**src/include/crs_pkg.sv**
```systemverilog
// Package with constants and carrier types for the CPU core register set
package crs_pkg;
    // Flag bit positions in the flags register
    localparam int FLAG_CARRY_POS = 0;
    localparam int FLAG_ZERO_POS = 1;
    localparam int FLAG_NEG_POS = 2;
    localparam int FLAG_MASK_POS = 3;
    localparam int FLAG_HALF_POS = 4;
    // Bits 7..5 always read one
    localparam logic [7:0] FLAGS_FIXED_ONES = 8'he0;
    // Reset value: fixed ones plus mask set, undefined bits taken as zero
    localparam logic [7:0] FLAGS_RESET = 8'he8;
    // Stack pointer reset value, top of stack
    localparam logic [15:0] SP_RESET = 16'h017f;
    // Fixed upper part of the stack pointer (upper ten bits)
    localparam logic [9:0] SP_FIXED_HIGH = 10'h005;
    // Low six bits at reset, all ones
    localparam logic [5:0] SP_LOW_RESET = 6'h3f;
    // Bytes used by a call and by an interrupt entry
    localparam int CALL_STACK_BYTES = 2;
    localparam int IRQ_STACK_BYTES = 5;
    // Reset values of the data registers
    localparam logic [7:0] DATA_RESET = 8'h00;
    localparam logic [15:0] PC_RESET = 16'h0000;

    // Operations that change the register set
    typedef enum logic [3:0] {
        CRS_OP_NONE,
        CRS_OP_WRITE_ACC,
        CRS_OP_WRITE_IDX_X,
        CRS_OP_WRITE_IDX_Y,
        CRS_OP_LOAD_PC,
        CRS_OP_PUSH,
        CRS_OP_POP,
        CRS_OP_LOAD_SP_LOW,
        CRS_OP_RESET_SP,
        CRS_OP_IRQ_ENTRY,
        CRS_OP_IRQ_RETURN,
        CRS_OP_CALL
    } crs_op_e;

    // Selector of the register pushed or popped by a plain stack op
    typedef enum logic [1:0] {
        CRS_SEL_ACC,
        CRS_SEL_IDX_X,
        CRS_SEL_IDX_Y,
        CRS_SEL_FLAGS
    } crs_sel_e;

    // Flag update from the ALU; negative and zero share one enable, mask has set and clear
    typedef struct packed {
        logic half_en;
        logic half_val;
        logic nz_en;
        logic carry_en;
        logic carry_val;
        logic mask_set;
        logic mask_clear;
    } crs_flag_upd_s;

    // Stack memory port
    typedef struct packed {
        logic wr;
        logic rd;
        logic [15:0] addr;
        logic [7:0] data;
    } crs_stack_req_s;
endpackage : crs_pkg

```
**src/rtl/crs_stack_ptr.sv**
```systemverilog
// Stack pointer with fixed upper bits and a wrapping six-bit low part
`timescale 1ns/10ps
module crs_stack_ptr #(
    parameter int LOW_W = 6
) (
    input wire logic clk,
    input wire logic rst,
    input wire logic ce,
    input wire logic dec,
    input wire logic inc,
    input wire logic load_low,
    input wire logic reset_top,
    input wire logic [7:0] low_in,
    output logic [15:0] sp
);
    logic [LOW_W-1:0] low_reg; // Varying low bits
    logic [LOW_W-1:0] low_next;

    // Next value: reset op wins, then load, then count; wrap is silent
    always_comb begin
        low_next = low_reg;
        if (reset_top) begin
            low_next = crs_pkg::SP_LOW_RESET;
        end else if (load_low) begin
            low_next = low_in[LOW_W-1:0];
        end else if (dec && !inc) begin
            low_next = low_reg - 1'b1;
        end else if (inc && !dec) begin
            low_next = low_reg + 1'b1;
        end
    end

    // Register only
    always_ff @(posedge clk) begin
        if (rst) begin
            low_reg <= crs_pkg::SP_LOW_RESET;
        end else if (ce) begin
            low_reg <= low_next;
        end
    end

    // Upper ten bits forced by hardware
    assign sp = {crs_pkg::SP_FIXED_HIGH, low_reg};

    chk_sp_high_fixed: assert property (@(posedge clk) disable iff (rst)
        sp[15:6] == crs_pkg::SP_FIXED_HIGH) else $error("stack pointer high bits moved");
    chk_sp_reset_top: assert property (@(posedge clk) disable iff (rst)
        ce && reset_top |=> low_reg == 6'h3f) else $error("reset-stack op missed top");
endmodule : crs_stack_ptr

```
**src/rtl/crs_flags.sv**
```systemverilog
// Flags register with fixed ones in the top three bits
`timescale 1ns/10ps
module crs_flags (
    input wire logic clk,
    input wire logic rst,
    input wire logic ce,
    input wire crs_pkg::crs_flag_upd_s upd,
    input wire logic [7:0] result,
    input wire logic load,
    input wire logic [7:0] load_val,
    output logic [7:0] flags
);
    logic [4:0] low_reg; // H I N Z C
    logic [4:0] low_next;

    // Next flags: whole load (pop or return) first, then per-flag updates
    always_comb begin
        low_next = low_reg;
        if (load) begin
            low_next = load_val[4:0];
        end else begin
            if (upd.half_en) begin
                low_next[crs_pkg::FLAG_HALF_POS] = upd.half_val;
            end
            if (upd.nz_en) begin
                low_next[crs_pkg::FLAG_NEG_POS] = result[7];
                low_next[crs_pkg::FLAG_ZERO_POS] = (result == 8'h00);
            end
            if (upd.carry_en) begin
                low_next[crs_pkg::FLAG_CARRY_POS] = upd.carry_val;
            end
            // Set wins over clear so an entry is never lost
            if (upd.mask_clear) begin
                low_next[crs_pkg::FLAG_MASK_POS] = 1'b0;
            end
            if (upd.mask_set) begin
                low_next[crs_pkg::FLAG_MASK_POS] = 1'b1;
            end
        end
    end

    // Register only
    always_ff @(posedge clk) begin
        if (rst) begin
            low_reg <= crs_pkg::FLAGS_RESET[4:0];
        end else if (ce) begin
            low_reg <= low_next;
        end
    end

    assign flags = crs_pkg::FLAGS_FIXED_ONES | {3'h0, low_reg};

    chk_flags_top_ones: assert property (@(posedge clk) disable iff (rst)
        flags[7:5] == 3'h7) else $error("flags top bits not one");
    chk_flags_zero: assert property (@(posedge clk) disable iff (rst)
        ce && !load && upd.nz_en |=> flags[1] == ($past(result) == 8'h00)) else $error("zero flag wrong");
    chk_flags_neg: assert property (@(posedge clk) disable iff (rst)
        ce && !load && upd.nz_en |=> flags[2] == $past(result[7])) else $error("negative flag wrong");
    chk_flags_carry: assert property (@(posedge clk) disable iff (rst)
        ce && !load && upd.carry_en |=> flags[0] == $past(upd.carry_val)) else $error("carry flag wrong");
endmodule : crs_flags

```
**src/rtl/crs_core_regs.sv**
```systemverilog
// CPU core register set: accumulator, index, program counter, flags, stack
// Functional notes
// - One 8-bit accumulator for operands and results
// - Two 8-bit index registers
// - Second index never stacked on interrupts
// - 16-bit program counter from two bytes
// - Flags top three bits one, reset mask set
// - Half carry from bit 3 on add
// - Mask set on entry, cleared by software
// - Masked requests stay latched until unmasked
// - Unmask in handler takes pending at once
// - Negative flag copies result bit 7
// - Zero flag set on zero result
// - Carry set, cleared, updated by ops
// - Flags pushable, poppable and individually testable
// - Stack pointer addresses next free byte
// - Upper ten stack pointer bits fixed
// - Reset and op return pointer to top
// - Stack pointer low byte loadable, readable
// - Stack pointer wraps silently both ways
// - Program counter low byte stacked first
// - Call two bytes, interrupt five bytes
// - Entry saves counter, first index, accumulator, flags
// - Return restores context and clears mask
`timescale 1ns/10ps
module crs_core_regs (
    input wire logic clk,
    input wire logic rst,
    input wire logic ce,
    input wire crs_pkg::crs_op_e op,
    input wire crs_pkg::crs_sel_e sel,
    input wire logic [7:0] wdata,
    input wire logic [15:0] pc_in,
    input wire crs_pkg::crs_flag_upd_s flag_upd,
    input wire logic [7:0] alu_result,
    input wire logic irq_req,
    input wire logic [7:0] stack_rdata,
    output crs_pkg::crs_stack_req_s stack_req,
    output logic [7:0] acc,
    output logic [7:0] idx_x,
    output logic [7:0] idx_y,
    output logic [15:0] pc,
    output logic [7:0] flags,
    output logic [15:0] sp,
    output logic irq_take,
    output logic busy
);
    // Sequencer states for multi-byte stack transfers
    typedef enum logic [2:0] {
        ST_IDLE,
        ST_ENTRY,
        ST_RETURN_RD,
        ST_RETURN_WAIT,
        ST_CALL
    } crs_state_e;

    crs_state_e state_reg; // Sequencer state
    crs_state_e state_next;
    logic [2:0] step_reg; // Byte index within a transfer
    logic [2:0] step_next;
    logic [7:0] acc_reg; // Accumulator
    logic [7:0] acc_next;
    logic [7:0] x_reg; // First index register
    logic [7:0] x_next;
    logic [7:0] y_reg; // Second index register
    logic [7:0] y_next;
    logic [15:0] pc_reg; // Program counter
    logic [15:0] pc_next;
    logic busy_reg; // Sequence running, registered for the output
    logic busy_next;
    logic [15:0] sp_cur; // Live stack pointer
    logic pending_reg; // Latched interrupt request
    logic pending_next;
    logic take_reg; // Entry accepted pulse
    logic take_next;
    crs_pkg::crs_stack_req_s req_reg; // Stack memory request
    crs_pkg::crs_stack_req_s req_next;
    logic pop_phase_reg; // Pop data arrives one cycle after the read
    logic pop_phase_next;
    crs_pkg::crs_sel_e pop_sel_reg; // Target of a plain pop
    crs_pkg::crs_sel_e pop_sel_next;
    logic sp_dec; // Stack pointer controls
    logic sp_inc;
    logic sp_load;
    logic sp_top;
    logic flags_load;
    logic [7:0] flags_load_val;
    logic [7:0] flags_cur;
    crs_pkg::crs_flag_upd_s upd_mix;

    // Stack pointer sub-block
    crs_stack_ptr #(
        .LOW_W(6)
    ) u_sp (
        .clk(clk),
        .rst(rst),
        .ce(ce),
        .dec(sp_dec),
        .inc(sp_inc),
        .load_low(sp_load),
        .reset_top(sp_top),
        .low_in(wdata),
        .sp(sp_cur)
    );

    // Flags sub-block
    crs_flags u_flags (
        .clk(clk),
        .rst(rst),
        .ce(ce),
        .upd(upd_mix),
        .result(alu_result),
        .load(flags_load),
        .load_val(flags_load_val),
        .flags(flags_cur)
    );

    // Next-state logic for the whole set
    always_comb begin
        state_next = state_reg;
        step_next = step_reg;
        acc_next = acc_reg;
        x_next = x_reg;
        y_next = y_reg;
        pc_next = pc_reg;
        take_next = 1'b0;
        req_next = '0;
        pop_phase_next = 1'b0;
        pop_sel_next = pop_sel_reg;
        sp_dec = 1'b0;
        sp_inc = 1'b0;
        sp_load = 1'b0;
        sp_top = 1'b0;
        flags_load = 1'b0;
        flags_load_val = flags_cur;
        upd_mix = '0;
        // Request latches and holds while masked; cleared only on entry
        pending_next = pending_reg | irq_req;
        // Data of a plain pop lands one cycle after the read
        if (pop_phase_reg) begin
            unique case (pop_sel_reg)
                crs_pkg::CRS_SEL_ACC: acc_next = stack_rdata;
                crs_pkg::CRS_SEL_IDX_X: x_next = stack_rdata;
                crs_pkg::CRS_SEL_IDX_Y: y_next = stack_rdata;
                crs_pkg::CRS_SEL_FLAGS: begin
                    flags_load = 1'b1;
                    flags_load_val = stack_rdata;
                end
            endcase
        end
        unique case (state_reg)
            ST_IDLE: begin
                upd_mix = flag_upd;
                // Pending taken as soon as mask reads clear, any priority
                if (pending_reg && !flags_cur[crs_pkg::FLAG_MASK_POS]) begin
                    state_next = ST_ENTRY;
                    step_next = 3'h0;
                    take_next = 1'b1;
                    pending_next = irq_req;
                    upd_mix = '0;
                end else begin
                    unique case (op)
                        crs_pkg::CRS_OP_WRITE_ACC: acc_next = wdata;
                        crs_pkg::CRS_OP_WRITE_IDX_X: x_next = wdata;
                        crs_pkg::CRS_OP_WRITE_IDX_Y: y_next = wdata;
                        crs_pkg::CRS_OP_LOAD_PC: pc_next = pc_in;
                        crs_pkg::CRS_OP_LOAD_SP_LOW: sp_load = 1'b1;
                        crs_pkg::CRS_OP_RESET_SP: sp_top = 1'b1;
                        crs_pkg::CRS_OP_PUSH: begin
                            // Write at free byte, then step down
                            req_next.wr = 1'b1;
                            req_next.addr = sp_cur;
                            unique case (sel)
                                crs_pkg::CRS_SEL_ACC: req_next.data = acc_reg;
                                crs_pkg::CRS_SEL_IDX_X: req_next.data = x_reg;
                                crs_pkg::CRS_SEL_IDX_Y: req_next.data = y_reg;
                                crs_pkg::CRS_SEL_FLAGS: req_next.data = flags_cur;
                            endcase
                            sp_dec = 1'b1;
                        end
                        crs_pkg::CRS_OP_POP: begin
                            // Step up before reading
                            sp_inc = 1'b1;
                            req_next.rd = 1'b1;
                            req_next.addr = {sp_cur[15:6], sp_cur[5:0] + 6'h01};
                            pop_phase_next = 1'b1;
                            pop_sel_next = sel;
                        end
                        crs_pkg::CRS_OP_CALL: begin
                            state_next = ST_CALL;
                            step_next = 3'h0;
                        end
                        crs_pkg::CRS_OP_IRQ_ENTRY: begin
                            // Software trap ignores the mask
                            state_next = ST_ENTRY;
                            step_next = 3'h0;
                        end
                        crs_pkg::CRS_OP_IRQ_RETURN: begin
                            state_next = ST_RETURN_RD;
                            step_next = 3'h0;
                        end
                        default: begin
                        end
                    endcase
                end
            end
            ST_CALL: begin
                // Return address takes two bytes, low byte first
                req_next.wr = 1'b1;
                req_next.addr = sp_cur;
                req_next.data = (step_reg == 3'h0) ? pc_reg[7:0] : pc_reg[15:8];
                sp_dec = 1'b1;
                step_next = step_reg + 3'h1;
                if (step_reg == 3'(crs_pkg::CALL_STACK_BYTES - 1)) begin
                    state_next = ST_IDLE;
                    pc_next = pc_in;
                end
            end
            ST_ENTRY: begin
                // Five bytes at falling addresses; second index left alone
                req_next.wr = 1'b1;
                req_next.addr = sp_cur;
                sp_dec = 1'b1;
                unique case (step_reg)
                    3'h0: req_next.data = pc_reg[7:0];
                    3'h1: req_next.data = pc_reg[15:8];
                    3'h2: req_next.data = x_reg;
                    3'h3: req_next.data = acc_reg;
                    default: req_next.data = flags_cur;
                endcase
                step_next = step_reg + 3'h1;
                if (step_reg == 3'(crs_pkg::IRQ_STACK_BYTES - 1)) begin
                    state_next = ST_IDLE;
                    pc_next = pc_in; // Vector from the caller
                    upd_mix.mask_set = 1'b1;
                end
            end
            ST_RETURN_RD: begin
                // Pop in reverse order: flags, acc, x, pc high, pc low
                sp_inc = 1'b1;
                req_next.rd = 1'b1;
                req_next.addr = {sp_cur[15:6], sp_cur[5:0] + 6'h01};
                state_next = ST_RETURN_WAIT;
            end
            ST_RETURN_WAIT: begin
                unique case (step_reg)
                    3'h0: begin
                        flags_load = 1'b1;
                        flags_load_val = stack_rdata & ~(8'h01 << crs_pkg::FLAG_MASK_POS);
                    end
                    3'h1: acc_next = stack_rdata;
                    3'h2: x_next = stack_rdata;
                    3'h3: pc_next = {stack_rdata, pc_reg[7:0]};
                    default: pc_next = {pc_reg[15:8], stack_rdata};
                endcase
                step_next = step_reg + 3'h1;
                state_next = (step_reg == 3'(crs_pkg::IRQ_STACK_BYTES - 1)) ? ST_IDLE : ST_RETURN_RD;
            end
        endcase
        // Busy follows the state that the sequencer is about to enter
        busy_next = (state_next != ST_IDLE);
    end

    // Register stage
    always_ff @(posedge clk) begin
        if (rst) begin
            state_reg <= ST_IDLE;
            step_reg <= 3'h0;
            acc_reg <= crs_pkg::DATA_RESET;
            x_reg <= crs_pkg::DATA_RESET;
            y_reg <= crs_pkg::DATA_RESET;
            pc_reg <= crs_pkg::PC_RESET;
            pending_reg <= 1'b0;
            take_reg <= 1'b0;
            req_reg <= '0;
            pop_phase_reg <= 1'b0;
            pop_sel_reg <= crs_pkg::CRS_SEL_ACC;
            busy_reg <= 1'b0;
        end else if (ce) begin
            state_reg <= state_next;
            step_reg <= step_next;
            acc_reg <= acc_next;
            x_reg <= x_next;
            y_reg <= y_next;
            pc_reg <= pc_next;
            pending_reg <= pending_next;
            take_reg <= take_next;
            req_reg <= req_next;
            pop_phase_reg <= pop_phase_next;
            pop_sel_reg <= pop_sel_next;
            busy_reg <= busy_next;
        end
    end

    // Outputs straight from flip-flops (sub-block registers included)
    assign acc = acc_reg;
    assign idx_x = x_reg;
    assign idx_y = y_reg;
    assign pc = pc_reg;
    assign flags = flags_cur;
    assign sp = sp_cur;
    assign irq_take = take_reg;
    assign stack_req = req_reg;
    assign busy = busy_reg;

    chk_entry_mask_set: assert property (@(posedge clk) disable iff (rst)
        ce && state_reg == ST_ENTRY && step_reg == 3'h4 |=> flags_cur[3]) else $error("mask not set on entry");
    chk_entry_pcl_first: assert property (@(posedge clk) disable iff (rst)
        ce && state_reg == ST_ENTRY && step_reg == 3'h0 |=> req_reg.wr && req_reg.data == $past(pc_reg[7:0]))
        else $error("entry did not stack low pc first");
    chk_entry_no_y: assert property (@(posedge clk) disable iff (rst)
        ce && state_reg == ST_ENTRY |=> y_reg == $past(y_reg)) else $error("second index touched on entry");
    chk_pending_held: assert property (@(posedge clk) disable iff (rst)
        ce && pending_reg && flags_cur[3] && state_reg == ST_IDLE |=> pending_reg)
        else $error("masked request lost");
    chk_unmask_take: assert property (@(posedge clk) disable iff (rst)
        ce && pending_reg && !flags_cur[3] && state_reg == ST_IDLE |=> take_reg)
        else $error("pending not taken when unmasked");
    chk_return_mask: assert property (@(posedge clk) disable iff (rst)
        ce && state_reg == ST_RETURN_WAIT && step_reg == 3'h0 |=> !flags_cur[3]) else $error("return kept mask");
    // Stack traffic follows the pointer and the fixed byte order
    chk_push_addr: assert property (@(posedge clk) disable iff (rst)
        ce && state_reg == ST_IDLE && op == crs_pkg::CRS_OP_PUSH && !take_next
        |=> req_reg.wr && req_reg.addr == $past(sp_cur) && sp_cur[5:0] == $past(sp_cur[5:0]) - 6'h01)
        else $error("push address wrong");
    chk_pop_addr: assert property (@(posedge clk) disable iff (rst)
        ce && state_reg == ST_IDLE && op == crs_pkg::CRS_OP_POP && !take_next
        |=> req_reg.rd && req_reg.addr == sp_cur)
        else $error("pop address wrong");
    chk_call_two_bytes: assert property (@(posedge clk) disable iff (rst)
        ce && state_reg == ST_CALL && step_reg == 3'h1
        |=> !busy_reg && req_reg.wr && req_reg.data == $past(pc_reg[15:8]))
        else $error("call not two bytes");
    chk_return_pcl_last: assert property (@(posedge clk) disable iff (rst)
        ce && state_reg == ST_RETURN_WAIT && step_reg == 3'h4
        |=> !busy_reg && pc_reg[7:0] == $past(stack_rdata))
        else $error("return not ended on low pc");
    // Main scenarios reached
    cov_entry: cover property (@(posedge clk) take_reg);
    cov_return: cover property (@(posedge clk) state_reg == ST_RETURN_WAIT && step_reg == 3'h4);
    cov_call: cover property (@(posedge clk) state_reg == ST_CALL);
    cov_masked_wait: cover property (@(posedge clk) pending_reg && flags_cur[3] && state_reg == ST_IDLE);
    cov_pop_flags: cover property (@(posedge clk) pop_phase_reg && pop_sel_reg == crs_pkg::CRS_SEL_FLAGS);
endmodule : crs_core_regs

```
**config.mk**
```make
export PLATFORM = sky130hd
export DESIGN_NAME = crs_core_regs
export DESIGN_NICKNAME = d
export VERILOG_FILES = /design/src/include/crs_pkg.sv /design/src/rtl/crs_stack_ptr.sv /design/src/rtl/crs_flags.sv /design/src/rtl/crs_core_regs.sv
export SDC_FILE = /design/constraint.sdc
export NUM_CORES = 1
export LEC_CHECK = 0
export BUFFER_PORTS_ARGS = -buffer_cell sky130_fd_sc_hd__buf_2
export CAP_MARGIN = 15
export CELL_PAD_IN_SITES_DETAIL_PLACEMENT = 0
export CELL_PAD_IN_SITES_GLOBAL_PLACEMENT = 2
export CORE_AREA = 8 8 176 137
export CTS_BUF_LIST = sky130_fd_sc_hd__clkbuf_4 sky130_fd_sc_hd__clkbuf_8 sky130_fd_sc_hd__clkbuf_16
export CTS_CLUSTER_DIAMETER = 30
export DETAILED_ROUTE_END_ITERATION = 6
export DIE_AREA = 0 0 184 145
export GPL_TIMING_DRIVEN = 0
export PLACE_DENSITY = 0.76
export SLEW_MARGIN = 0
export SYNTH_ARGS = -nofsm -noshare
export SYNTH_HDL_FRONTEND = slang
export SYNTH_SLANG_ARGS = --single-unit
```
**constraint.sdc**
```tcl
create_clock -name clk -period 2.7 [get_ports clk]
set_input_delay 0.27 -clock clk [delete_from_list [all_inputs] [get_ports clk]]
set_output_delay 0.27 -clock clk [all_outputs]
set_load 0.05 [all_outputs]
```
# After elaboration in Yosys (flattened, before gate mapping)
# Index checks and enable logic that the tools add are counted.
[op_classes] n_reduce_logical=32 addsub=3 bitwise=2 n_mux=82 eq_ne=33
[op_table] cell="$mux 8" n=17
[op_table] cell="$mux 16" n=4
[op_table] cell="$pmux 16 s4" n=1
[op_table] cell="$pmux 8 s4" n=2
[op_table] cell="$pmux 16 s3" n=1
[op_table] cell="$pmux 16 s2" n=1
[op_table] cell="$pmux 8 s2" n=2
[op_table] cell="$mux 5" n=6
[op_table] cell="$mux 26" n=1
[op_table] cell="$mux 1" n=25
[op_table] cell="$mux 6" n=4
[op_table] cell="$pmux 8 s3" n=1
[op_table] cell="$pmux 9 s2" n=1
[op_table] cell="$eq 4x3->1 const B" n=4
[op_table] cell="$eq 4x4->1 const B" n=4
[op_table] cell="$reduce_and 8->1" n=2
[op_table] cell="$mux 3" n=5
[op_table] cell="$pmux 3 s5" n=1
[op_table] cell="$eq 3x2->1 const B" n=4
[op_table] cell="$ne 2x2->1 const B" n=5
[op_table] cell="$pmux 1 s2" n=5
[op_table] cell="$reduce_and 2->1" n=5
[op_table] cell="$pmux 3 s3" n=1
[op_table] cell="$reduce_or 3->1" n=3
[op_table] cell="27 further kinds" n=47
[word_totals] regBits=89 in_bits=57

# Longest topological paths before layout
# Gate-level depths: netlist of run 1.
[depth] ltp_word=10 mapped_depth=13 depth_no_buf=10

# By module
# A second synthesis of run 1 with hierarchy kept.
[hier_totals] cells_unflattened=739 area_unflattened_um2=6062.1
[modules_own_cells] mod="crs_core_regs" area_each_um2=5054.8 instances=1 cells_each=617
[modules_own_cells] mod="crs_stack_ptr" area_each_um2=683.2 instances=1 cells_each=84
[modules_own_cells] mod="crs_flags" area_each_um2=324.1 instances=1 cells_each=38

# Worst setup path after synthesis of run 1
# OpenSTA, ideal clock, no wires.
[synth_timing] kind="reg-to-reg" from="register u_flags.low_reg[3]" to="register u_sp.low_reg[5]" t_arrival_ns=2.883 synth_period_minus_slack_ns=3.003 n_path_buf=2 slack_ns=-0.303 setup_time_ns=0.120 path_stages_with_launch=12 cell_sequence="dfxtp_1 > nand2b_1 > buf_2 > a311oi_1 > a211o_1 > inv_1 > ha_1 > clkbuf_1 > or3b_2 > o22ai_1 > o21ai_1 > a211o_1"
[synth_between] elab_chain_len=9
[synth_rtl] element="start, declared" line_no="crs_flags.sv:13" rtl="logic [4:0] low_reg;"
[synth_rtl] element="start signal, assigned" line_no="crs_flags.sv:45" rtl="low_reg <= crs_pkg::FLAGS_RESET[4:0];"
[synth_rtl] element="start signal, assigned" line_no="crs_flags.sv:47" rtl="low_reg <= low_next;"
[synth_rtl] element="$logic_not 1->1 *" line_no="crs_core_regs.sv:155" rtl="if (pending_reg && !flags_cur[crs_pkg::FLAG_MASK_POS]) begin"
[synth_rtl] element="$logic_and 1x1->1 *" line_no="crs_core_regs.sv:155"
[synth_rtl] element="$mux 1" line_no="crs_core_regs.sv:155"
[synth_rtl] element="$pmux 1 s2" line_no="crs_core_regs.sv:151" rtl="unique case (state_reg)"
[synth_rtl] element="$logic_not 1->1" line_no="crs_stack_ptr.sv:26" rtl="end else if (dec && !inc) begin"
[synth_rtl] element="$logic_and 1x1->1" line_no="crs_stack_ptr.sv:26"
[synth_rtl] element="$mux 6" line_no="crs_stack_ptr.sv:26"
[synth_rtl] element="$mux 6" line_no="crs_stack_ptr.sv:24" rtl="end else if (load_low) begin"
[synth_rtl] element="$mux 6" line_no="crs_stack_ptr.sv:22" rtl="if (reset_top) begin"
[synth_rtl] element="end signal, assigned" line_no="crs_stack_ptr.sv:36" rtl="low_reg <= crs_pkg::SP_LOW_RESET;"
[synth_rtl] element="end signal, assigned" line_no="crs_stack_ptr.sv:38" rtl="low_reg <= low_next;"
[synth_rtl] element="end, declared" line_no="crs_stack_ptr.sv:16" rtl="logic [LOW_W-1:0] low_reg;"
# Mark *: on every way between the ends. The rest lies on a longest branch, timed or not.
# A chain may end at the register's enable or synchronous reset.

# Final worst setup path of run 1
# Same ends and word-level chain as after synthesis.

==> report_table.html, run 1 <==
<table>
<tr><th>Metric</th><th>Value</th></tr>
<tr><th colspan="2">Status</th></tr>
<tr><td>Outcome</td><td>complete, no violations</td></tr>
<tr><th colspan="2">Synthesis</th></tr>
<tr><td>Fraction of the yosys area taken by sequential cells</td><td>28.4%</td></tr>
<tr><td>Number of flops mapped to enable cells by yosys</td><td>0</td></tr>
<tr><td>Cell area after technology mapping</td><td>5640 µm²</td></tr>
<tr><td>Synth unique cells</td><td>75</td></tr>
<tr><td>Synthesis Warnings</td><td>0</td></tr>
<tr><td>Dominant cells by area after synthesis</td><td>dfxtp_1, mux2i_1, a211oi_1</td></tr>
<tr><td>Cell taking the most area after synthesis</td><td>dfxtp_1</td></tr>
<tr><td>Most frequent cell after synthesis</td><td>dfxtp_1</td></tr>
<tr><td>Avg Cell Area, Syn</td><td>approximately 8 µm²</td></tr>
<tr><td>Fraction of synthesis flops using an asynchronous set or reset pin</td><td>0%</td></tr>
<tr><td>Synth cell count leaders</td><td>dfxtp_1, nor2_1, a21oi_1</td></tr>
<tr><td>Portion of synthesized cell area occupied by the leading cell type</td><td>28.4%</td></tr>
<tr><td>Total of flip-flops plus latches after synthesis</td><td>80</td></tr>
<tr><td>Most frequently used flop master after synthesis</td><td>dfxtp_1</td></tr>
<tr><td>Cell count after synthesis</td><td>approximately 700</td></tr>
<tr><th colspan="2">Routing</th></tr>
<tr><td>Average wire per standard cell</td><td>22.6 µm</td></tr>
<tr><td>Router iterations before antenna repair</td><td>6</td></tr>
<tr><td>1st-iter DRT viols</td><td>690</td></tr>
<tr><td>Vias after detailed routing</td><td>~6300</td></tr>
<tr><td>DRC viols</td><td>0</td></tr>
<tr><td>Via-to-Cell Ratio</td><td>5.38</td></tr>
<tr><td>Final WL</td><td>26600 µm</td></tr>
<tr><td>Antenna viol nets, final</td><td>0</td></tr>
<tr><th colspan="2">Clock tree</th></tr>
<tr><td>Number of buffers inserted by hold repair at cts</td><td>0</td></tr>
<tr><td>Worst skew pair latency</td><td>0.35 ns</td></tr>
<tr><td>Clock slew seen by the registers of the worst setup and hold paths</td><td>~0.070 ns</td></tr>
<tr><td>Clock sink count</td><td>80</td></tr>
<tr><td>Clock H-tree levels</td><td>3</td></tr>
<tr><td>Bufs on Longest Clock Path</td><td>2</td></tr>
<tr><td>Buffer type at the clock tree root</td><td>clkbuf_16</td></tr>
<tr><td>CTS tree</td><td>yes</td></tr>
<tr><td>CTS buffer count</td><td>9</td></tr>
<tr><th colspan="2">STA</th></tr>
<tr><td>Setup violators final</td><td>0</td></tr>
<tr><td>Shortest period the worst path allows</td><td>2.63 ns</td></tr>
<tr><td>Sum Neg Setup Slack</td><td>0 ns</td></tr>
<tr><td>Final hold violations</td><td>0</td></tr>
<tr><td>Post-Route Skew</td><td>0.00928 ns</td></tr>
<tr><td>Achievable Freq</td><td>roughly 0.38 GHz</td></tr>
<tr><td>Tightest slew margin relative to the limit</td><td>29.7%</td></tr>
<tr><td>Transition time of the tightest slew-check pin</td><td>about 1.0 ns</td></tr>
<tr><td>Final worst path period share</td><td>97.5%</td></tr>
<tr><td>Number of max-slew violations in the final report</td><td>0</td></tr>
<tr><th colspan="2">Pwr</th></tr>
<tr><td>Lkg Pwr</td><td>0.00301 µW</td></tr>
<tr><td>Final Power</td><td>3920 µW</td></tr>
<tr><td>P per Cell Area</td><td>between 500 and 600 nW/µm²</td></tr>
<tr><td>Max VDD drop</td><td>0.000234 V</td></tr>
<tr><th colspan="2">Placement</th></tr>
<tr><td>Port Buffer Count</td><td>124</td></tr>
<tr><td>HPWL after detailed placement</td><td>between 20000 and 25000 µm</td></tr>
<tr><td>Routability Congestion</td><td>~0.86</td></tr>
<tr><th colspan="2">Final layout</th></tr>
<tr><td>Number of flip-flops in the largest register</td><td>17</td></tr>
<tr><td>Area added between synthesis and finish</td><td>25.9%</td></tr>
<tr><td>Area occupied by multi-input gates</td><td>3680 µm²</td></tr>
<tr><td>Number of nets in the layout</td><td>941</td></tr>
<tr><td>Area taken by flip-flops and latches</td><td>roughly 1600 µm²</td></tr>
<tr><td>Diodes inserted</td><td>0</td></tr>
<tr><td>Count of filler cells inserted in the layout</td><td>approximately 2400</td></tr>
<tr><td>Share of final-layout standard cells stronger than drive strength 1</td><td>25.5%</td></tr>
<tr><th colspan="2">Setup path</th></tr>
<tr><td>Critical Path Source</td><td>u_flags.low_reg[3]$_SDFFE_PP1P_</td></tr>
<tr><td>Critical path fanouts, max</td><td>10</td></tr>
<tr><td>Crit start category</td><td>flop</td></tr>
<tr><td>Critical path data required time</td><td>~3 ns</td></tr>
<tr><td>R2r startpoint</td><td>u_flags.low_reg[3]$_SDFFE_PP1P_</td></tr>
<tr><td>Critical path type</td><td>reg2reg</td></tr>
<tr><td>Data arrival at the endpoint of the critical path</td><td>2.88 ns</td></tr>
<tr><td>Crit end category</td><td>flop</td></tr>
<tr><th colspan="2">Die</th></tr>
<tr><td>Number of placed I/O pins</td><td>about 150</td></tr>
<tr><td>Core box area</td><td>approximately 21000 µm²</td></tr>
<tr><td>Die Width</td><td>~180 µm</td></tr>
<tr><td>Standard-cell rows</td><td>between 40 and 50</td></tr>
<tr><td>DIE HEIGHT</td><td>about 150 µm</td></tr>
<tr><td>Initial standard-cell utilization of the core</td><td>a little over a quarter</td></tr>
<tr><td>Area of the die</td><td>26700 µm²</td></tr>
<tr><th colspan="2">Global routing</th></tr>
<tr><td>Number of antenna violations at the first check in global routing</td><td>0</td></tr>
<tr><td>Via count of the first global-routing pass</td><td>5921</td></tr>
<tr><td>Largest net degree at the start of global routing</td><td>14</td></tr>
<tr><td>Total global-route track usage</td><td>between 10% and 20%</td></tr>
<tr><td>First-pass GRT wire length</td><td>slightly below 40000 µm</td></tr>
<tr><td>Total global routing overflow</td><td>0</td></tr>
<tr><th colspan="2">Worst hold path</th></tr>
<tr><td>Worst min path class</td><td>in2reg</td></tr>
<tr><td>Startpoint of the lowest-slack hold path</td><td>irq_req</td></tr>
<tr><th colspan="2">Flow run</th></tr>
<tr><td>Maxcap violations</td><td>0</td></tr>
</table>
[layout make-up]
type	instances	share of cell area [%]
timing repair buffer	129	9.27
tap	294	5.18
clock inverter	5	0.458
sequential	80	22.6
multi-input combinational	557	51.9
inverter	19	1.00
clock buffer	11	3.47
buffer	80	6.13
[layer usage]
metal / part of all wire [%] / up-vias / global-route usage [%] / routed length (µm)
met5: 0 / - / 0 / 0
met4: 1.7 / 0 / 5.23 / 448
met3: 9.2 / 23 / 4.39 / 2430
met2: 42 / 315 / 27.9 / 11200
met1: 47 / 3010 / 28.3 / 12500
li1: - / 2968 / - / -
[stage by stage]
step	utilization [%]	cell area, µm²	setup slack [ns]	std cells	hold WS (ns)
2_1_floorplan	-	5720	0.0000602	738	0.410
3_3_place_gp	31.3	6710	-0.521	1156	0.448
3_5_place_dp	31.3	6710	-0.526	1156	0.459
4_1_cts	32.8	7030	0.0243	1172	0.153
5_1_grt	33.2	7100	-0.00132	1175	0.236
6_report	33.2	7100	0.0663	1175	0.166
[worst max-delay path, stage by stage (launching register included)]
cell      delay (ns)
dfxtp_4         0.39
nand2b_1        0.11
clkbuf_4        0.19
a311oi_2        0.15
a211o_1         0.35
inv_2           0.12
ha_4            0.19
or3b_2          0.49
o22ai_2         0.15
o21ai_1         0.09
a211o_1         0.28
[repair_timing]
item | CTS | global route
setup endpoints to repair | 16 | 17
pin swaps | 2 | 1
resized for setup | 10 | 13
setup buffers | 2 | 3
gates cloned | 0 | 0
[power by group]
| group | internal, µW | total, µW | leakage (µW) | switching [µW] |
|---|---|---|---|---|
| combinational | 416 | 1330 | 0.00222 | 918 |
| sequential | 1260 | 1390 | 0.000655 | 126 |
| clock | 656 | 1190 | 0.000131 | 537 |
| total | 2340 | 3920 | 0.00301 | 1580 |
[cell usage in the layout (no fill, tap or decap), types with 11 or more instances in the layout]
cell type and instances:
mux2i_1 37, o211ai_1 20, nand2_1 47, nand3_1 28, nand2b_1 12, a21oi_1 61, dfxtp_1 78, clkbuf_1 32
conb_1 21, a211oi_1 44, o21ai_0 34, or3_1 11, buf_2 135, o21a_1 14, buf_4 31, inv_1 16
nor2_1 69
[final timing paths]
path	end	slack, ns	depth (start not counted)
worst max-delay path	u_sp.low_reg[5]$_SDFFE_PP1P_	0.07	10
worst min-delay path	pending_reg$_SDFFE_PP0P_	0.17	3
worst max register to register	u_sp.low_reg[5]$_SDFFE_PP1P_	0.07	10
worst min register to register	stack_req[3]$_SDFFE_PP0P_	0.48	2
[kinds of logic after synthesis]
kind of cell	count (synthesis)	share of synthesized area (%)
compound gates	253	31.0
simple gates	225	19.8
buf+inv	101	8.89
flops	80	28.4
mux	46	9.36
fa+ha+maj	9	1.95
xor+xnor	3	0.466
other cells	2	0.133
Power figures use the tool's default switching activity.
==> run 2: changes to the inputs <==
- ABC_AREA: default -> 1
- CORE_AREA: 8 8 176 137 -> 8 8 184 142
- DIE_AREA: 0 0 184 145 -> 0 0 192 150
- PLACE_DENSITY: 0.76 -> 0.8
- clock period: 2.7 -> 2.9 ns (I/O delays scaled with it)
==> report_table.html, run 2 <==
<table>
<tr><th>Metric</th><th>Value</th></tr>
<tr><th colspan="2">Routing</th></tr>
<tr><td>Vias after detailed routing</td><td>between 7000 and 8000</td></tr>
<tr><td>1st-iter DRT viols</td><td>around 620</td></tr>
<tr><td>Router iterations before antenna repair</td><td>4</td></tr>
<tr><td>Antenna viol nets, final</td><td>0</td></tr>
<tr><td>Final WL</td><td>between 20000 and 30000 µm</td></tr>
<tr><td>Via-to-Cell Ratio</td><td>around 4.8</td></tr>
<tr><td>Average wire per standard cell</td><td>19.1 µm</td></tr>
<tr><td>DRC viols</td><td>0</td></tr>
<tr><th colspan="2">Setup path</th></tr>
<tr><td>Register-to-register setup slack</td><td>around 0.47 ns</td></tr>
<tr><td>End of the worst register-to-register path</td><td>u_sp.low_reg[2]$_SDFFE_PP1P_</td></tr>
<tr><td>Critical path data required time</td><td>3.12 ns</td></tr>
<tr><td>Critical path fanouts, max</td><td>8</td></tr>
<tr><td>Critical path type</td><td>reg2reg</td></tr>
<tr><td>Crit end category</td><td>flop</td></tr>
<tr><td>R2r startpoint</td><td>u_flags.low_reg[3]$_SDFFE_PP1P_</td></tr>
<tr><td>Crit start category</td><td>flop</td></tr>
<tr><td>Most frequent cell on the critical path</td><td>nand2_1</td></tr>
<tr><td>Critical path capture point</td><td>u_sp.low_reg[2]$_SDFFE_PP1P_</td></tr>
<tr><td>Worst reg-to-reg path cell count</td><td>13</td></tr>
<tr><td>Data arrival at the endpoint of the critical path</td><td>around 2.6 ns</td></tr>
<tr><td>Standard cell with the maximum stage delay on the critical path</td><td>dfxtp_1</td></tr>
<tr><td>Critical path's largest stage delay</td><td>0.54 ns</td></tr>
<tr><td>Cell-by-cell trace of the critical path</td><td>inv_2 &gt; nand2_1 &gt; inv_1 &gt; nor2_8 &gt; nand2_1 &gt; nand2_1 &gt; inv_1 &gt; ha_1 &gt; clkbuf_1 &gt; o211ai_1 &gt; nand2_1 &gt; nand2_1 &gt; nand3_1</td></tr>
<tr><td>Critical Path Source</td><td>u_flags.low_reg[3]$_SDFFE_PP1P_</td></tr>
<tr><th colspan="2">Final layout</th></tr>
<tr><td>Most common cell after layout, fill and taps aside</td><td>nand2_1</td></tr>
<tr><td>Share of final-layout standard cells stronger than drive strength 1</td><td>about 18%</td></tr>
<tr><td>Diodes inserted</td><td>0</td></tr>
<tr><td>Total non-filler cell area in the finished layout</td><td>~7600 µm²</td></tr>
<tr><td>Area added between synthesis and finish</td><td>22.8%</td></tr>
<tr><td>Number of flip-flops in the largest register</td><td>17</td></tr>
<tr><td>Most used cells in the layout excluding fill and tap cells</td><td>nand2_1, nor2_1, buf_2, inv_1, a21oi_1</td></tr>
<tr><td>Number of nets in the layout</td><td>between 1000 and 1500</td></tr>
<tr><td>Final non-filler cell total</td><td>around 1500</td></tr>
<tr><td>Count of filler cells inserted in the layout</td><td>around 2700</td></tr>
<tr><th colspan="2">Pwr</th></tr>
<tr><td>Reported net switching power</td><td>about 1800 µW</td></tr>
<tr><td>P per Cell Area</td><td>between 500 and 600 nW/µm²</td></tr>
<tr><td>Lkg Pwr</td><td>slightly above 0.004 µW</td></tr>
<tr><td>Logic pwr share</td><td>roughly 37%</td></tr>
<tr><td>Share of power burned in the clock network</td><td>roughly a third</td></tr>
<tr><td>Sw Share</td><td>a little over two fifths</td></tr>
<tr><td>Max VDD drop</td><td>slightly above 0.0003 V</td></tr>
<tr><td>Part of the power in registers</td><td>about a third</td></tr>
<tr><td>Cell-internal power</td><td>~2400 µW</td></tr>
<tr><td>Final Power</td><td>4160 µW</td></tr>
<tr><th colspan="2">Synthesis</th></tr>
<tr><td>Number of flops mapped to enable cells by yosys</td><td>0</td></tr>
<tr><td>Synthesis Warnings</td><td>0</td></tr>
<tr><td>Most frequent cell after synthesis</td><td>nand2_1</td></tr>
<tr><td>Portion of synthesized cell area occupied by the leading cell type</td><td>a little over a quarter</td></tr>
<tr><td>Synth unique cells</td><td>35</td></tr>
<tr><td>Synth cell count leaders</td><td>nand2_1, nor2_1, inv_1</td></tr>
<tr><td>Fraction of synthesis flops using an asynchronous set or reset pin</td><td>0%</td></tr>
<tr><td>Avg Cell Area, Syn</td><td>~5.8 µm²</td></tr>
<tr><td>Fraction of the yosys area taken by sequential cells</td><td>around a quarter</td></tr>
<tr><td>Cell taking the most area after synthesis</td><td>dfxtp_1</td></tr>
<tr><td>Most frequently used flop master after synthesis</td><td>dfxtp_1</td></tr>
<tr><td>Cell count after synthesis</td><td>1067</td></tr>
<tr><td>Cell area after technology mapping</td><td>6150 µm²</td></tr>
<tr><td>Total of flip-flops plus latches after synthesis</td><td>80</td></tr>
<tr><td>Dominant cells by area after synthesis</td><td>dfxtp_1, nand2_1, nor2_1</td></tr>
<tr><th colspan="2">STA</th></tr>
<tr><td>Smallest setup slack after layout</td><td>around 0.47 ns</td></tr>
<tr><td>Number of max-slew violations in the final report</td><td>0</td></tr>
<tr><td>Sum Neg Setup Slack</td><td>0 ns</td></tr>
<tr><td>RSZ-0062 raised after global routing</td><td>no</td></tr>
<tr><td>Final hold violations</td><td>0</td></tr>
<tr><td>Setup violators final</td><td>0</td></tr>
<tr><td>Post-Route Skew</td><td>0.0105 ns</td></tr>
<tr><td>Tightest slew margin relative to the limit</td><td>a little over two fifths</td></tr>
<tr><td>Shortest period the worst path allows</td><td>2.43 ns</td></tr>
<tr><td>Achievable Freq</td><td>0.412 GHz</td></tr>
<tr><td>Transition time of the tightest slew-check pin</td><td>0.846 ns</td></tr>
<tr><td>Final worst path period share</td><td>83.7%</td></tr>
<tr><th colspan="2">Flow run</th></tr>
<tr><td>Maxcap violations</td><td>0</td></tr>
<tr><th colspan="2">Die</th></tr>
<tr><td>Core box area</td><td>23400 µm²</td></tr>
<tr><td>Standard-cell rows</td><td>49</td></tr>
<tr><td>Number of placed I/O pins</td><td>approximately 150</td></tr>
<tr><td>Die Width</td><td>192 µm</td></tr>
<tr><td>DIE HEIGHT</td><td>approximately 150 µm</td></tr>
<tr><td>Initial standard-cell utilization of the core</td><td>between 20% and 30%</td></tr>
<tr><td>Area of the die</td><td>approximately 29000 µm²</td></tr>
<tr><th colspan="2">Clock tree</th></tr>
<tr><td>Bufs on Longest Clock Path</td><td>2</td></tr>
<tr><td>Clock slew seen by the registers of the worst setup and hold paths</td><td>0.07 ns</td></tr>
<tr><td>Quantity of gates resized following cts</td><td>0</td></tr>
<tr><td>Clock H-tree levels</td><td>3</td></tr>
<tr><td>CTS tree</td><td>yes</td></tr>
<tr><td>Buffer type at the clock tree root</td><td>clkbuf_16</td></tr>
<tr><td>Clock sink count</td><td>80</td></tr>
<tr><td>CTS buffer count</td><td>9</td></tr>
<tr><td>Post-CTS setup repair buffer count</td><td>0</td></tr>
<tr><td>Number of buffers inserted by hold repair at cts</td><td>0</td></tr>
<tr><td>Worst skew pair latency</td><td>around 0.36 ns</td></tr>
<tr><th colspan="2">Placement</th></tr>
<tr><td>Pre-CTS setup slack</td><td>between 0.4 and 0.5 ns</td></tr>
<tr><td>Routability Congestion</td><td>0.914</td></tr>
<tr><td>HPWL after detailed placement</td><td>roughly 23000 µm</td></tr>
<tr><td>Instance count after placement with tap cells included</td><td>roughly 1500</td></tr>
<tr><td>Port Buffer Count</td><td>124</td></tr>
<tr><td>Total cell area at the placement stage</td><td>approximately 7200 µm²</td></tr>
<tr><th colspan="2">Global routing</th></tr>
<tr><td>Total global-route track usage</td><td>~20%</td></tr>
<tr><td>Total global routing overflow</td><td>0</td></tr>
<tr><td>First-pass GRT wire length</td><td>~43000 µm</td></tr>
<tr><td>Via count of the first global-routing pass</td><td>around 7000</td></tr>
<tr><td>Number of antenna violations at the first check in global routing</td><td>0</td></tr>
<tr><td>Largest net degree at the start of global routing</td><td>15</td></tr>
<tr><th colspan="2">Worst hold path</th></tr>
<tr><td>Startpoint of the lowest-slack hold path</td><td>irq_req</td></tr>
<tr><td>Worst min path class</td><td>in2reg</td></tr>
<tr><td>Worst Hold Path Cells</td><td>3</td></tr>
<tr><th colspan="2">Status</th></tr>
<tr><td>Outcome</td><td>complete, no violations</td></tr>
</table>
[run 2: cell families (layout without fill, tap and decap cells)]
logic type,after synthesis,count (layout),synth area share (%)
other,2,21,0.122
DFF,80,80,26.0
and+or+nand+nor,574,574,39.7
buffers and inverters,185,325,13.3
xor gates and xnor gates,3,3,0.427
AOI/OAI and AO/OA,215,215,18.7
adders and majority gates,8,8,1.63
[run 2: metal layers]
layer,global-route usage (%),routed length [µm],vias to the layer above
met4,4.34,434,0
met2,28.6,12100,244
met1,29.9,15000,3448
met3,3.96,1850,28
met5,0,0,-
li1,-,-,3701
[run 2: final cells by class]
type                            count  area (µm²)  area share, %
Clock buffer                       10         239           3.16
Multi-Input combinational cell    821        3800           50.3
Timing Repair Buffer              124         621           8.22
Tap cell                          306         383           5.07
Sequential cell                    80        1600           21.2
Clock inverter                      6        90.1           1.19
Inverter                          118         443           5.86
Buffer                             67         378           5.00
[run 2: power by group through the flow]
| stage | combinational, µW | sequential [µW] | clock, µW |
|---|---|---|---|
| floorplan | 793 | 1590 | 0 |
| global placement | 1510 | 1330 | 0 |
| detailed placement | 1510 | 1330 | 0 |
| CTS | 1510 | 1310 | 1350 |
| global route | 1660 | 1320 | 1390 |
| finish | 1520 | 1310 | 1330 |
[run 2: critical path, delay by kind of cell, from the launching register on]
family                     cells  cell delay [ns]
AOI/OAI and AO/OA              1             0.31
DFF                            1             0.54
buffers and inverters          4             0.49
and+or+nand+nor                7             0.75
adders and majority gates      1             0.19
[run 2: stage by stage]
stage,hold WS (ns),utilization (%)
after detailed placement,0.453,30.8
after global placement,0.453,30.8
after floorplan,0.439,-
after global routing,0.252,32.2
final,0.230,32.2
after CTS,0.232,32.2
[run 2: worst min-delay path by stage]
stage | slack, ns | to
final | 0.23 | pending_reg$_SDFFE_PP0P_
after global routing | 0.25 | pending_reg$_SDFFE_PP0P_
after CTS | 0.23 | pending_reg$_SDFFE_PP0P_
after detailed placement | 0.45 | irq_take$_SDFFE_PP0P_
after global placement | 0.45 | stack_req[12]$_SDFFE_PP0P_
after floorplan | 0.44 | pending_reg$_SDFFE_PP0P_
==> run 3: changes to the inputs <==
- clock period: 2.9 -> 2.3 ns (I/O delays scaled with it)
==> report_table.html, run 3 (same netlist as run 2, synthesis figures left out) <==
<table>
<tr><th>Metric</th><th>Value</th></tr>
<tr><th colspan="2">STA</th></tr>
<tr><td>Achievable Freq</td><td>roughly 0.47 GHz</td></tr>
<tr><td>Transition time of the tightest slew-check pin</td><td>0.864 ns</td></tr>
<tr><td>Final worst path period share</td><td>93.2%</td></tr>
<tr><td>Tightest slew margin relative to the limit</td><td>a little over two fifths</td></tr>
<tr><td>Number of max-slew violations in the final report</td><td>0</td></tr>
<tr><td>Setup violators final</td><td>0</td></tr>
<tr><td>RSZ-0062 raised after global routing</td><td>no</td></tr>
<tr><td>Shortest period the worst path allows</td><td>about 2.1 ns</td></tr>
<tr><td>Final hold violations</td><td>0</td></tr>
<tr><td>Post-Route Skew</td><td>0.00890 ns</td></tr>
<tr><th colspan="2">Placement</th></tr>
<tr><td>Total cell area at the placement stage</td><td>about 7200 µm²</td></tr>
<tr><td>Routability Congestion</td><td>around 0.91</td></tr>
<tr><td>HPWL after detailed placement</td><td>approximately 23000 µm</td></tr>
<tr><td>Port Buffer Count</td><td>between 100 and 150</td></tr>
<tr><th colspan="2">Final layout</th></tr>
<tr><td>Area added between synthesis and finish</td><td>23.4%</td></tr>
<tr><td>Most used cells in the layout excluding fill and tap cells</td><td>nand2_1, nor2_1, buf_2, inv_1, a21oi_1</td></tr>
<tr><td>Number of flip-flops in the largest register</td><td>17</td></tr>
<tr><td>Share of final-layout standard cells stronger than drive strength 1</td><td>a little under a fifth</td></tr>
<tr><td>Total non-filler cell area in the finished layout</td><td>between 7000 and 8000 µm²</td></tr>
<tr><td>Number of nets in the layout</td><td>approximately 1300</td></tr>
<tr><td>Most common cell after layout, fill and taps aside</td><td>nand2_1</td></tr>
<tr><td>Diodes inserted</td><td>0</td></tr>
<tr><th colspan="2">Setup path</th></tr>
<tr><td>Worst reg-to-reg path cell count</td><td>10</td></tr>
<tr><td>Data arrival at the endpoint of the critical path</td><td>2.39 ns</td></tr>
<tr><td>Critical path's largest stage delay</td><td>0.45 ns</td></tr>
<tr><td>Most frequent cell on the critical path</td><td>nand2_1</td></tr>
<tr><td>Critical path type</td><td>reg2reg</td></tr>
<tr><td>Cell-by-cell trace of the critical path</td><td>inv_2 &gt; nand2_1 &gt; buf_2 &gt; nand4_2 &gt; inv_1 &gt; nand2_1 &gt; nand3_1 &gt; nand3_1 &gt; nand2_1 &gt; inv_1</td></tr>
<tr><td>Crit start category</td><td>flop</td></tr>
<tr><td>Critical path data required time</td><td>2.55 ns</td></tr>
<tr><td>Standard cell with the maximum stage delay on the critical path</td><td>dfxtp_2</td></tr>
<tr><td>Crit end category</td><td>flop</td></tr>
<tr><td>Critical path fanouts, max</td><td>10</td></tr>
<tr><th colspan="2">Pwr</th></tr>
<tr><td>Logic pwr share</td><td>a little under two fifths</td></tr>
<tr><td>Reported net switching power</td><td>~2200 µW</td></tr>
<tr><td>Part of the power in registers</td><td>31.4%</td></tr>
<tr><td>Max VDD drop</td><td>a little under 0.0004 V</td></tr>
<tr><td>P per Cell Area</td><td>about 690 nW/µm²</td></tr>
<tr><td>Lkg Pwr</td><td>~0.0041 µW</td></tr>
<tr><td>Final Power</td><td>approximately 5300 µW</td></tr>
<tr><td>Cell-internal power</td><td>between 3000 and 4000 µW</td></tr>
<tr><td>Sw Share</td><td>between 40% and 50%</td></tr>
<tr><td>Share of power burned in the clock network</td><td>between 30% and 40%</td></tr>
<tr><th colspan="2">Global routing</th></tr>
<tr><td>First-pass GRT wire length</td><td>between 40000 and 50000 µm</td></tr>
<tr><td>Via count of the first global-routing pass</td><td>around 7000</td></tr>
<tr><td>Largest net degree at the start of global routing</td><td>15</td></tr>
<tr><td>Total global-route track usage</td><td>between 15 and 20%</td></tr>
<tr><td>Number of antenna violations at the first check in global routing</td><td>0</td></tr>
<tr><td>Total global routing overflow</td><td>0</td></tr>
<tr><th colspan="2">Routing</th></tr>
<tr><td>Vias after detailed routing</td><td>roughly 7500</td></tr>
<tr><td>Average wire per standard cell</td><td>~19 µm</td></tr>
<tr><td>Length of routed met3 wiring</td><td>2020 µm</td></tr>
<tr><td>DRC viols</td><td>0</td></tr>
<tr><td>Met1 wire length</td><td>between 10000 and 15000 µm</td></tr>
<tr><td>1st-iter DRT viols</td><td>~560</td></tr>
<tr><td>Antenna viol nets, final</td><td>0</td></tr>
<tr><td>Met2 Routed Length</td><td>~12000 µm</td></tr>
<tr><td>Router iterations before antenna repair</td><td>5</td></tr>
<tr><td>Via-to-Cell Ratio</td><td>slightly below 5</td></tr>
<tr><td>Max Used Layer</td><td>met4</td></tr>
<tr><td>Final WL</td><td>just under 30000 µm</td></tr>
<tr><th colspan="2">Die</th></tr>
<tr><td>Die Width</td><td>approximately 190 µm</td></tr>
<tr><td>Area of the die</td><td>~29000 µm²</td></tr>
<tr><td>Core box area</td><td>23400 µm²</td></tr>
<tr><td>DIE HEIGHT</td><td>150 µm</td></tr>
<tr><td>Standard-cell rows</td><td>around 50</td></tr>
<tr><td>Initial standard-cell utilization of the core</td><td>a little over a quarter</td></tr>
<tr><td>Number of placed I/O pins</td><td>roughly 150</td></tr>
<tr><th colspan="2">Worst hold path</th></tr>
<tr><td>Worst min path class</td><td>in2reg</td></tr>
<tr><td>Worst Hold Path Cells</td><td>3</td></tr>
<tr><th colspan="2">Status</th></tr>
<tr><td>Outcome</td><td>complete, no violations</td></tr>
<tr><th colspan="2">Clock tree</th></tr>
<tr><td>Clock sink count</td><td>80</td></tr>
<tr><td>Bufs on Longest Clock Path</td><td>2</td></tr>
<tr><td>Clock H-tree levels</td><td>3</td></tr>
<tr><td>Worst skew pair latency</td><td>between 0.3 and 0.4 ns</td></tr>
<tr><td>CTS buffer count</td><td>9</td></tr>
<tr><td>CTS tree</td><td>yes</td></tr>
<tr><td>Clock slew seen by the registers of the worst setup and hold paths</td><td>~0.070 ns</td></tr>
<tr><td>Buffer type at the clock tree root</td><td>clkbuf_16</td></tr>
<tr><th colspan="2">Flow run</th></tr>
<tr><td>Maxcap violations</td><td>0</td></tr>
</table>
run 3: layer usage:
| metal | vias to the layer above | global-route usage (%) |
|---|---|---|
| met3 | 27 | 3.96 |
| met4 | 0 | 4.34 |
| met1 | 3466 | 29.9 |
| met2 | 263 | 28.6 |
| li1 | 3705 | - |
| met5 | - | 0 |
run 3: power by group through the flow:
stage	registers [µW]	clock network (µW)	logic, µW
floorplan	2000	0	1000
finish	1650	1670	1940
global route	1670	1760	2110
CTS	1650	1700	1910
global placement	1680	0	1910
detailed placement	1680	0	1900
run 3: final timing paths:
path / end / slack, ns / start
setup / recovery: idx_x[4]$_SDFFE_PP0P_ / 0.16 / u_flags.low_reg[3]$_SDFFE_PP1P_
hold / removal: pending_reg$_SDFFE_PP0P_ / 0.17 / irq_req
setup reg to reg: idx_x[4]$_SDFFE_PP0P_ / 0.16 / u_flags.low_reg[3]$_SDFFE_PP1P_
hold reg to reg: irq_take$_SDFFE_PP0P_ / 0.46 / irq_take$_SDFFE_PP0P_
run 3: cell type report:
| type | instances | area, µm² |
|---|---|---|
| multi-input combinational | 821 | 3830 |
| buffer | 66 | 374 |
| tap | 306 | 383 |
| inverter | 118 | 443 |
| timing repair buffer | 125 | 628 |
| fill | 2739 | 15800 |
| sequential | 80 | 1600 |
| clock inverter | 6 | 90.1 |
| clock buffer | 10 | 239 |
run 3: what timing repair did:
action,4_1_cts,5_1_grt
buffers inserted,0,1
hold buffers,0,0
endpoints found under the hold margin,0,0
gates resized for setup,2,9
endpoints found under the setup margin,6,16
run 3: through the flow:
stage	worst slack [ns]	std cells	setup TNS [ns]	utilization, %	hold WS (ns)
after floorplan	0.0469	1086	0	-	0.379
after detailed placement	-0.105	1516	-0.354	30.8	0.453
after global placement	-0.0967	1516	-0.345	30.8	0.453
after CTS	0.0174	1531	0	32.3	0.172
final	0.156	1532	0	32.4	0.169
after global routing	0.0251	1532	0	32.4	0.192
run 3: critical path, delay by kind of cell, from the launching register on:
kind | cells | cell delay (ns)
DFF | 1 | 0.45
and+or+nand+nor | 6 | 0.87
buffers and inverters | 4 | 0.71
